<file path="src/rtl/pwd_timer_io_consts.svh">
// constants for the timer pin routing and pulse-width demodulation block
`ifndef PWD_TIMER_IO_CONSTS_SVH
`define PWD_TIMER_IO_CONSTS_SVH

`define PWD_SYNC_STAGES   2
`define PWD_OE_RELEASED   1'b0
`define PWD_OE_DRIVEN     1'b1
`define PWD_OUT_RST_LEVEL 1'b0

`endif

</file>
<file path="src/rtl/pwd_timer_io_pkg.sv">
// types for the timer pin routing and pulse-width demodulation block
package pwd_timer_io_pkg;

  typedef enum logic [0:0] {
    PWD_MODE_TIMER = 1'b0,
    PWD_MODE_DEMOD = 1'b1
  } pwd_mode_e;

endpackage

</file>
<file path="src/rtl/pwd_sync_edge.sv">
// two-stage synchroniser with rising and falling edge detection
`timescale 1ns/100ps
`include "pwd_timer_io_consts.svh"

module pwd_sync_edge #(
  parameter int STAGES = `PWD_SYNC_STAGES
) (
  input  wire logic core_clk,
  input  wire logic rst,
  input  wire logic pin_in,
  output logic      level,
  output logic      rise,
  output logic      fall
);

  logic meta_q;
  logic sync_q;
  logic prev_q;

  if (STAGES != 2) begin : g_bad_stages
    $error("pwd_sync_edge supports exactly two synchroniser stages");
  end

  // meta_q feeds sync_q only; edges are taken after the second stage
  always_ff @(posedge core_clk) begin
    if (rst) begin
      // preload the pin level: a pin that idles high must not tick on release
      meta_q <= pin_in;
      sync_q <= pin_in;
      prev_q <= pin_in;
    end else begin
      meta_q <= pin_in;
      sync_q <= meta_q;
      prev_q <= sync_q;
    end
  end

  assign level = sync_q;
  assign rise  = sync_q & ~prev_q;
  assign fall  = ~sync_q & prev_q;

endmodule

</file>
<file path="src/rtl/pwd_timer_io.sv">
// timer input/output pin routing with pulse-width demodulation
`timescale 1ns/100ps
`include "pwd_timer_io_consts.svh"

module pwd_timer_io (
  input  wire logic                  core_clk,
  input  wire logic                  rst,
  input  wire pwd_timer_io_pkg::pwd_mode_e demod_mode,
  input  wire logic                  pulse_width_demod_input,
  input  wire logic                  timer_input_zero,
  input  wire logic                  timer_input_one,
  input  wire logic                  ext_irq_seven,
  input  wire logic                  prog_io_en_zero,
  input  wire logic                  prog_io_en_one,
  input  wire logic                  bus_hold,
  input  wire logic                  timer_wave_zero,
  input  wire logic                  timer_wave_one,
  output logic                       timer_zero_tick_q,
  output logic                       timer_one_tick_q,
  output logic                       ext_irq_eight_q,
  output logic                       irq_chan_seven_q,
  output logic                       prog_io_pin_zero_q,
  output logic                       prog_io_pin_one_q,
  output logic                       pullup_zero_q,
  output logic                       pullup_one_q,
  output logic                       timer_output_zero_q,
  output logic                       timer_output_zero_oe_q,
  output logic                       timer_output_one_q,
  output logic                       timer_output_one_oe_q
);
  import pwd_timer_io_pkg::*;

  ////////////////////////////////////////////////////////////////////////////
  // synchronisers

  logic pwd_level;
  logic pwd_rise;
  logic pwd_fall;
  logic t0_level;
  logic t0_rise;
  logic t1_level;
  logic t1_rise;
  logic i7_level;

  pwd_sync_edge u_sync_pwd (
    .core_clk (core_clk),
    .rst      (rst),
    .pin_in   (pulse_width_demod_input),
    .level    (pwd_level),
    .rise     (pwd_rise),
    .fall     (pwd_fall)
  );

  pwd_sync_edge u_sync_t0 (
    .core_clk (core_clk),
    .rst      (rst),
    .pin_in   (timer_input_zero),
    .level    (t0_level),
    .rise     (t0_rise),
    .fall     ()
  );

  pwd_sync_edge u_sync_t1 (
    .core_clk (core_clk),
    .rst      (rst),
    .pin_in   (timer_input_one),
    .level    (t1_level),
    .rise     (t1_rise),
    .fall     ()
  );

  pwd_sync_edge u_sync_i7 (
    .core_clk (core_clk),
    .rst      (rst),
    .pin_in   (ext_irq_seven),
    .level    (i7_level),
    .rise     (),
    .fall     ()
  );

  ////////////////////////////////////////////////////////////////////////////
  // routing

  wire demod_on     = (demod_mode == PWD_MODE_DEMOD);
  // a rising edge of the inverted input is a falling edge of the input
  wire t0_tick_w    = demod_on ? pwd_rise : t0_rise;
  wire t1_tick_w    = demod_on ? pwd_fall : t1_rise;
  wire demod_irq_w  = demod_on & ~pwd_level;
  // level sources are or-ed, so either one holds the shared channel active
  wire chan_seven_w = i7_level | demod_irq_w;
  wire drive_ok_w   = ~bus_hold;

  always_ff @(posedge core_clk) begin
    if (rst) begin
      timer_zero_tick_q  <= 1'b0;
      timer_one_tick_q   <= 1'b0;
      ext_irq_eight_q    <= 1'b0;
      irq_chan_seven_q   <= 1'b0;
    end else begin
      timer_zero_tick_q  <= t0_tick_w;
      timer_one_tick_q   <= t1_tick_w;
      ext_irq_eight_q    <= pwd_level;
      irq_chan_seven_q   <= chan_seven_w;
    end
  end

  ////////////////////////////////////////////////////////////////////////////
  // timer pins used as programmable I/O

  always_ff @(posedge core_clk) begin
    if (rst) begin
      pullup_zero_q      <= 1'b0;
      pullup_one_q       <= 1'b0;
      prog_io_pin_zero_q <= 1'b0;
      prog_io_pin_one_q  <= 1'b0;
    end else begin
      pullup_zero_q      <= prog_io_en_zero;
      pullup_one_q       <= prog_io_en_one;
      prog_io_pin_zero_q <= prog_io_en_zero & t0_level;
      prog_io_pin_one_q  <= prog_io_en_one & t1_level;
    end
  end

  ////////////////////////////////////////////////////////////////////////////
  // timer output pins

  // the waveform itself is shaped by the timer; here it is only registered, and its output enable gated by bus_hold
  always_ff @(posedge core_clk) begin
    if (rst) begin
      timer_output_zero_q    <= `PWD_OUT_RST_LEVEL;
      timer_output_one_q     <= `PWD_OUT_RST_LEVEL;
      timer_output_zero_oe_q <= `PWD_OE_RELEASED;
      timer_output_one_oe_q  <= `PWD_OE_RELEASED;
    end else begin
      timer_output_zero_q    <= timer_wave_zero;
      timer_output_one_q     <= timer_wave_one;
      timer_output_zero_oe_q <= drive_ok_w;
      timer_output_one_oe_q  <= drive_ok_w;
    end
  end
endmodule

</file>
<file path="config.mk">
export PLATFORM = sky130hd
export DESIGN_NAME = pwd_timer_io
export DESIGN_NICKNAME = d
export VERILOG_FILES = /design/src/rtl/pwd_timer_io_pkg.sv /design/src/rtl/pwd_sync_edge.sv /design/src/rtl/pwd_timer_io.sv
export VERILOG_INCLUDE_DIRS = /design/src /design/src/rtl
export SDC_FILE = /design/constraint.sdc
export NUM_CORES = 1
export LEC_CHECK = 0
export ABC_CLOCK_PERIOD_IN_PS = 800
export BUFFER_PORTS_ARGS = -buffer_cell sky130_fd_sc_hd__buf_4
export CORE_MARGIN = 2
export CORE_UTILIZATION = 41
export DETAILED_ROUTE_END_ITERATION = 7
export PLACE_DENSITY = 0.78
export SLEW_MARGIN = 0
export SYNTH_ARGS = -nofsm -noshare
export SYNTH_HDL_FRONTEND = slang
export SYNTH_SLANG_ARGS = --single-unit
</file>
<file path="constraint.sdc">
create_clock -name core_clk -period 0.8 [get_ports core_clk]
set_input_delay 0.12 -clock core_clk [delete_from_list [all_inputs] [get_ports core_clk]]
set_output_delay 0.12 -clock core_clk [all_outputs]
set_load 0.02 [all_outputs]
</file>
==> run summary, run 1 <==
Outcome = complete, but fails checks
Failing checks = negative setup slack
Unique masters post-synth = 16
Bufs on Longest Clock Path = 2
Core Util, Final = 66.9%
Critical path's slowest cell = dfxtp_2
Mapped Cells = 55
Root buf cell = clkbuf_4
Total GRT Usage = 12.6%
Sw Share = 22.3%
DIE WIDTH = 44.6 um
Die area = 1990 um2
R2R depth = 1
Cell area after synthesis = 677 um2
Multiplexer share of the synthesized area = 1.66%
CTS sink cnt = 22
Critical path destination = timer_output_zero_oe_q
Sequential-to-total area share from yosys stat = 65.1%
Sequential power share = 58.2%
Fin Setup TNS = -858 ps
Vias in the first global route = 434
Synthesis-stage register bit count = 22
NetSw = 465 uW
Ant diodes = 0
Max Clk Rate = 1.13 GHz
Post-synth net total = 67
Fin. max-slew vios = 0
H-tree depth = 1
DRT iter0 DRCs = 0
Largest net degree at the start of global routing = 14
Worst EP required = 680 ps
Hold Vio Cnt, Final = 0
Top cell type's share of synthesized area = 65.1%
# rows = 14
Share of post-route cells with drive strength above 1 = 57.0%
Max-Cap Viols = 0
Critical R2R Launch = u_sync_t1.prev_q$_DFF_P_
Adder-Cell Fraction of Synth Area = 0%
Worst Path Buf+Inv = 1
Pwr/cell area = 2040 nW/um2
Synthesized area per cell = 12.3 um2
Reg2Reg Setup Slack = 50 ps
Slowest stage delay, CP = 360 ps
Skew-Pair Late Insertion Delay = 300 ps
Compound-gate portion of the synthesized area = 10.9%
Final setup viols = 12
Period utilisation layout = 111%
Min Clock Period, post-route = 887 ps
Setup crit end kind = output pin
Worst IR Drop VDD = 0.00126 V
Leak Pwr = 0.472 nW
Area leader, netlist = dfxtp_1
TritonCTS clock tree = yes
Total gr overflow = 0
Final layout net count = 99
Actual slew at the worst max-slew pin = 234 ps
Dpl ws = -22.9 ps
Design internal power = 1.62 mW
Crit path arrival time = 770 ps
Initial antenna violation count = 0
Starting Density = 44.4%
Max_slew headroom = 84.3%
Reg2Reg Capture Point = timer_one_tick_q$_SDFF_PP0_
Avg Vias per Cell = 4.53
Antenna Violating Nets Remaining = 0
Final clock skew = 2.18 ps
Drt pass-1 iters = 1
Placer Congestion = 0.694
Via count = 462
Placed Area = 855 um2
Most frequent cells in the layout = dfxtp_2 (14), buf_4 (13), buf_6 (12), dfxtp_1 (8), inv_1 (6)
Avg WL per Cell = 10.8 um
CP max FO = 2
CP Launch Type = flop
Worst hold slack = 36.8 ps
Commonest non-fill, non-tap cell in the layout = dfxtp_2
PnR worst setup slack = -87.3 ps
Clock-pin slew on the worst setup and hold paths = 120 ps
Post-Route WL = 1100 um
Cell depth of the worst setup path = 1
Die H = 44.6 um
Number of port buffers = 23
Core Region = 1520 um2
RSZ-0062 raised after global routing = yes
Most area-consuming cells after synthesis = dfxtp_1 (65%), o41ai_4 (4.1%), o21ai_0 (3.7%)
YS warnings = 0
# IOs = 24
Post-route cell area = 1020 um2
Clk pwr share = 28.3%
Critical path class = flop to output pin
Top cell family by delay on the critical path = flip-flops
Post-Synth Simple-Gate Area = 14.6%
# DRC = 0
Global-route wire length before repair = 1790 um
Combinational power share = 13.5%
Post-detail-place hpwl = 758 um
CP Cell Sequence = buf_6
Min-delay worst type = primary input to flop
P&R area growth vs syn = 50.6%
Worst setup startpoint = timer_output_one_oe_q$_SDFF_PP0_
Post-Synth XOR/XNOR Area = 0%
Largest family of logic cells by synthesized area = simple AND/OR/NAND/NOR gates
TritonCTS Buffers = 3
==> timing repair <==
action	in CTS	in global routing
cloned	0	0
hold buffers	5	0
pin swaps	1	0
setup endpoints to repair	13	14
setup buffers	0	0
endpoints found under the hold margin	5	0
gates resized for setup	24	3
==> stage by stage <==
stage          instances  power, mW
2_1_floorplan         55       1.35
3_3_place_gp          93       1.45
3_5_place_dp          93       1.46
4_1_cts              102       2.10
5_1_grt              102       2.17
6_report             102       2.08
==> how the worst min path moves through the flow <==
stage / start / endpoint / cells after the start
floorplan: ext_irq_seven / u_sync_i7.meta_q$_DFF_P_ / 0
finish: timer_wave_zero / timer_output_zero_q$_SDFF_PP0_ / 2
global route: timer_wave_zero / timer_output_zero_q$_SDFF_PP0_ / 2
global placement: ext_irq_seven / u_sync_i7.meta_q$_DFF_P_ / 1
CTS: timer_wave_one / timer_output_one_q$_SDFF_PP0_ / 2
detailed placement: timer_input_zero / u_sync_t0.meta_q$_DFF_P_ / 1
==> area by class of cell <==
class / count / area (um2)
repair buffers: 30 / 283
fillers: 117 / 504
flip-flops and latches: 22 / 458
clock buffers: 4 / 36.3
well taps: 16 / 20.0
inverters: 6 / 22.5
multi-input cells: 24 / 200
==> Yosys cell counts, drive strengths merged <==
| library cell | n |
|---|---|
| nor2 | 1 |
| nand4bb | 2 |
| o41ai | 2 |
| mux2 | 1 |
| nand2b | 2 |
| inv | 6 |
| dfxtp | 22 |
| o21ai | 5 |
| nand2 | 3 |
| nor2b | 5 |
| and2 | 2 |
| buf | 3 |
| a21oi | 1 |
==> power groups by stage <==
stage | registers [mW] | clock network (mW) | logic, mW
floorplan | 1.25 | 0 | 0.0911
global placement | 1.22 | 0 | 0.230
detailed placement | 1.22 | 0 | 0.237
CTS | 1.21 | 0.611 | 0.278
global route | 1.22 | 0.647 | 0.304
finish | 1.21 | 0.589 | 0.282
==> logic make-up after synthesis <==
kind of cell,after synthesis
compound gates,8
simple gates,15
flops,22
buf+inv,9
mux,1
==> metal layers <==
metal,wire length [um],global-route usage (%),vias to the layer above
met2,584,20.6,15
met3,53,3.67,2
met4,8,5.45,0
met1,456,15.3,209
met5,0,0,-
li1,-,-,236
(Power assumes the default switching activity.)
==> run 2: changes to the inputs <==
--- a/config.mk
+++ b/config.mk
@@ -12,6 +12,7 @@
 export CORE_UTILIZATION = 41
 export DETAILED_ROUTE_END_ITERATION = 7
 export PLACE_DENSITY = 0.78
+export RECOVER_POWER = 100
 export SLEW_MARGIN = 0
 export SYNTH_ARGS = -nofsm -noshare
 export SYNTH_HDL_FRONTEND = slang
==> run 2 against run 1 <==
  * Largest power group unchanged
  * The run still ends with negative setup slack left
  * Worst setup slack is essentially flat
  * Final cell count is the same
  * Clock skew is essentially flat
  * Fmax is essentially flat
==> run summary, run 2 (synthesis results as in run 1) <==
Root buf cell = clkbuf_4
Avg Vias per Cell = 4.52
Storage cell area = 458 um2
Skew-Pair Late Insertion Delay = 300 ps
Worst setup startpoint = timer_output_one_oe_q$_SDFF_PP0_
DRT iter0 DRCs = 0
Hold Crit Start = timer_wave_zero
CTS sink cnt = 22
Max_slew headroom = 61.9%
Slowest stage delay, CP = 360 ps
Critical path class = flop to output pin
Starting Density = 44.4%
Placed insts = 93
Setup crit end kind = output pin
Met2 usage = 20.6%
Worst Path Buf+Inv = 1
Critical path's slowest cell = dfxtp_2
Share of post-route cells with drive strength above 1 = 54.7%
Core Region = 1520 um2
Outcome = complete, but fails checks
Min-delay worst type = primary input to flop
Failing checks = negative setup slack
Worst EP required = 680 ps
Largest net degree at the start of global routing = 14
Met1 Use GR = 15.3%
Dpl ws = -22.9 ps
Bufs on Longest Clock Path = 2
Actual slew at the worst max-slew pin = 571 ps
Multi-input gate area = 200 um2
Reg2Reg Capture Point = u_sync_pwd.prev_q$_DFF_P_
Drt pass-1 iters = 1
Number of port buffers = 23
Reg2Reg Setup Slack = 30 ps
Total gr overflow = 0
Pwr/cell area = 2060 nW/um2
# DRC = 0
# IOs = 24
PnR worst setup slack = -87.4 ps
Worst IR Drop VDD = 0.00126 V
TritonCTS clock tree = yes
Via count = 461
Core Util, Final = 66.3%
Post-Route WL = 1110 um
Initial antenna violation count = 0
RSZ-0062 raised after global routing = yes
Die area = 1990 um2
Die H = 44.6 um
Crit path arrival time = 770 ps
R2R depth = 2
Antenna Violating Nets Remaining = 0
Avg WL per Cell = 10.9 um
Worst hold slack = 36.6 ps
Clock-pin slew on the worst setup and hold paths = 120 ps
H-tree depth = 1
CP Launch Type = flop
Met3 Use GR = 3.67%
Ant diodes = 0
Worst Hold End = timer_output_zero_q$_SDFF_PP0_
Setup bufs post-CTS = 0
Hold Vio Cnt, Final = 0
Final setup viols = 14
Global-route wire length before repair = 1790 um
P&R area growth vs syn = 49.2%
TritonCTS Buffers = 3
# rows = 14
Total GRT Usage = 12.6%
GR peak layer = met2
Critical R2R Launch = u_sync_pwd.level$_DFF_P_
Fin. max-slew vios = 0
Hold path cells = 2
Final layout net count = 99
CP max FO = 2
Commonest non-fill, non-tap cell in the layout = dfxtp_2
Fillers = 122
Leak Pwr = 0.463 nW
Top cell family by delay on the critical path = flip-flops
Post-detail-place hpwl = 758 um
Final clock skew = 2.36 ps
Period utilisation layout = 111%
Placer Congestion = 0.694
DIE WIDTH = 44.6 um
Vias in the first global route = 434
Max-Cap Viols = 0
Min Clock Period, post-route = 887 ps
Max Clk Rate = 1.13 GHz
Post-route insts no fill = 102
Most frequent cells in the layout = dfxtp_2 (14), buf_6 (12), clkbuf_4 (8), dfxtp_1 (8), inv_1 (6)
CP Cell Sequence = buf_6
run 2: cell types whose count changed in the layout (fill, tap and decap cells not counted), sizes merged:
cell / before / now
clkbuf: 4 / 12
buf: 25 / 17
run 2: worst register-to-register path: cells and delay by family, from the launching register on:
| family | cells | cell delay (ps) |
|---|---|---|
| DFF | 1 | 360 |
| and+or+nand+nor | 2 | 320 |
run 2: cell type report:
cell class	instances	share of cell area, %
clock buffers	4	3.59
well taps	16	1.98
inverters	6	2.23
flip-flops and latches	22	45.4
multi-input cells	24	19.8
repair buffers	30	27.0
run 2: how the worst max path moves through the flow:
stage | end | slack [ps] | cells past startpoint
after floorplan | timer_one_tick_q$_SDFF_PP0_ | 40 | 2
after global placement | timer_one_tick_q$_SDFF_PP0_ | 30 | 2
after detailed placement | timer_one_tick_q$_SDFF_PP0_ | -20 | 2
after CTS | timer_output_zero_oe_q | -100 | 1
after global routing | timer_output_zero_oe_q | -120 | 1
final | timer_output_zero_oe_q | -90 | 1
run 2: routing by layer:
metal  part of all wire [%]  wire (um)  vias to the layer above
li1                       -          -                      236
met1                     42        464                      208
met2                     52        581                       15
met3                    4.9         54                        2
met4                   0.72          8                        0
met5                      0          0                        -
run 2: repair_timing:
action	4_1_cts	5_1_grt
resized for setup	24	3
endpoints found under the hold margin	5	0
pin swaps	1	0
setup endpoints to repair	13	14
hold buffers	5	0
run 2: per-stage QoR:
stage               power [mW]  area, um2  setup TNS (ps)
global route              2.16       1010           -1590
CTS                       2.10       1000           -1010
global placement          1.45        855               0
finish                    2.08       1010            -888
detailed placement        1.46        855           -22.9
floorplan                 1.35        677               0
run 2: power by group:
group | switching [mW] | internal [mW] | leakage, nW | total, mW
clock | 0.312 | 0.277 | 0.0210 | 0.589
sequential | 0.0351 | 1.18 | 0.188 | 1.21
combinational | 0.118 | 0.157 | 0.255 | 0.275
total | 0.465 | 1.61 | 0.463 | 2.08
==> run 3: changes to the inputs <==
--- a/config.mk
+++ b/config.mk
@@ -6,12 +6,13 @@
 export SDC_FILE = /design/constraint.sdc
 export NUM_CORES = 1
 export LEC_CHECK = 0
+export ABC_AREA = 1
 export ABC_CLOCK_PERIOD_IN_PS = 800
 export BUFFER_PORTS_ARGS = -buffer_cell sky130_fd_sc_hd__buf_4
 export CORE_MARGIN = 2
-export CORE_UTILIZATION = 41
+export CORE_UTILIZATION = 40
 export DETAILED_ROUTE_END_ITERATION = 7
-export PLACE_DENSITY = 0.78
+export PLACE_DENSITY = 0.77
 export RECOVER_POWER = 100
 export SLEW_MARGIN = 0
 export SYNTH_ARGS = -nofsm -noshare
==> run 3 against run 2 <==
  * The flow still finishes with violations (negative setup slack)
  * Clock skew shrank 0.87 ps
  * First-iteration DRC count rose by 2
  * Synthesized cell count rose by 22%
  * Flip-flop and latch count did not move
  * Clock power is essentially flat
  * Non-clock buffer count is 2 lower
  * Total power fell by 1.3%
  * Global-route usage is 0.35 points lower
  * Highest routed layer unchanged
==> run summary, run 3 <==
Outcome = complete, but fails checks
Failing checks = negative setup slack
Mapped Cells = 67
Post-synth net total = 79
Die area = 1990 um2
Placed insts = 103
Via count = 492
CTS sink cnt = 22
Bufs on Longest Clock Path = 2
Post-Route WL = 1050 um
Root buf cell = clkbuf_4
Min-delay worst type = primary input to flop
Min Clock Period, post-route = 887 ps
Largest net degree at the start of global routing = 23
Total GRT Usage = 12.2%
Avg Vias per Cell = 4.39
H-tree depth = 1
Unique masters post-synth = 11
Final clock skew = 1.50 ps
PnR worst setup slack = -87.4 ps
Clock-pin slew on the worst setup and hold paths = 110 ps
# rows = 14
DIE WIDTH = 44.6 um
Most frequent cell after synthesis = dfxtp_1
Antenna Violating Nets Remaining = 0
Skew-Pair Late Insertion Delay = 290 ps
Final setup viols = 12
Number of port buffers = 23
Post-detail-place hpwl = 748 um
Fillers = 125
CP Launch Type = flop
Core Region = 1520 um2
Most frequent cells in the layout = inv_1 (15), buf_6 (12), dfxtp_2 (11), dfxtp_1 (11), clkbuf_4 (8)
Fin Setup TNS = -864 ps
Total gr overflow = 0
TritonCTS Buffers = 3
YS warnings = 0
Crit path arrival time = 770 ps
Total Power = 2.05 mW
Setup bufs post-CTS = 0
Critical path class = flop to output pin
Actual slew at the worst max-slew pin = 411 ps
Worst IR Drop VDD = 0.00105 V
Reg2Reg Setup Slack = 90 ps
Area leader, netlist = dfxtp_1
Cell area after synthesis = 661 um2
CP Cell Sequence = buf_6
P&R area growth vs syn = 46.8%
Worst hold slack = 15.6 ps
Worst Path Buf+Inv = 1
# DRC = 0
Max Clk Rate = 1.13 GHz
Pwr/cell area = 2110 nW/um2
Post-route insts no fill = 112
Period utilisation layout = 111%
Hold Vio Cnt, Final = 0
Drt pass-1 iters = 3
Sequential-to-total area share from yosys stat = 66.7%
Commonest non-fill, non-tap cell in the layout = inv_1
Initial antenna violation count = 0
Top cell family by delay on the critical path = flip-flops
Final layout net count = 109
Dpl ws = 126 ps
Worst EP required = 680 ps
Async SR Flop Fraction = 0%
CP max FO = 2
Max-Cap Viols = 0
TritonCTS clock tree = yes
Ant diodes = 0
# IOs = 24
DRT iter0 DRCs = 2
Global-route wire length before repair = 1690 um
Most area-consuming cells after synthesis = dfxtp_1 (67%), inv_1 (8.5%), o21ai_0 (5.3%)
Slowest stage delay, CP = 360 ps
Vias in the first global route = 427
Share of post-route cells with drive strength above 1 = 41.7%
Leak Pwr = 0.476 nW
Synthesis-stage register bit count = 22
Fin. max-slew vios = 0
Max_slew headroom = 72.6%
RSZ-0062 raised after global routing = yes
Starting Density = 43.3%
Commonest cells post-synth = dfxtp_1 (22), inv_1 (15), nor2_1 (7), o21ai_0 (7)
Placer Congestion = 0.676
Die H = 44.6 um
EDFF count, synth = 0
Synthesized area per cell = 9.86 um2
Critical path's slowest cell = dfxtp_2
Setup crit end kind = output pin
Top cell type's share of synthesized area = 66.7%
Main synth FF type = dfxtp_1
Avg WL per Cell = 9.41 um
[run 3: cell types whose count changed after synthesis, moves of 2 or more]
cell,change
nor2b_2,-2
nand3_1,+4
nand4bb_1,-2
nor2_1,+6
a21oi_1,+2
nor2b_1,-3
nand2b_1,-2
and2_1,-2
inv_1,+9
o21ai_0,+2
[run 3: kinds of logic after synthesis]
logic type	synth area share, %
simple gates	13.3
buf+inv	12.5
compound gates	7.57
flops	66.7
[run 3: worst min-delay path: stages]
cell    delay [ps]
buf_4           70
inv_1           30
nor2_1          60
[run 3: layout make-up]
cell class	instances	area (um2)	area share (%)
timing repair buffer	28	265	27.4
clock buffer	4	36.3	3.74
tap	16	20.0	2.06
inverter	15	56.3	5.81
multi-input combinational	27	138	14.2
sequential	22	454	46.8
[run 3: worst paths after layout]
path / start / endpoint / cells past startpoint
worst max-delay path: timer_output_one_oe_q$_SDFF_PP0_ / timer_output_one_oe_q / 1
worst min-delay path: timer_wave_zero / timer_output_zero_q$_SDFF_PP0_ / 3
worst max register to register: u_sync_pwd.level$_DFF_P_ / timer_one_tick_q$_SDFF_PP0_ / 3
worst min register to register: u_sync_t0.meta_q$_DFF_P_ / u_sync_t0.level$_DFF_P_ / 2
[run 3: through the flow]
stage | cell area [um2] | utilization (%)
finish | 970 | 63.6
global route | 970 | 63.6
CTS | 972 | 63.8
detailed placement | 827 | 54.3
global placement | 827 | 54.3
floorplan | 661 | -
[run 3: metal layers]
metal	global-route usage, %	part of all wire, %	wire (um)
met1	13.2	39	416
met4	10.9	2.8	29
met2	20.0	51	542
met5	0	0	0
met3	2.45	6.4	67
[run 3: what timing repair did]
| item | in CTS | in global routing |
|---|---|---|
| pin swaps | 0 | 0 |
| endpoints found under the hold margin | 5 | 0 |
| endpoints found under the setup margin | 12 | 12 |
| gates cloned | 0 | 0 |
| hold buffers | 5 | 0 |
| gates resized for setup | 23 | 0 |
[run 3: report_power, final]
group / total (mW) / switching, mW / internal (mW)
Clock: 0.588 / 0.311 / 0.277
Sequential: 1.20 / 0.0281 / 1.17
Combinational: 0.260 / 0.123 / 0.137
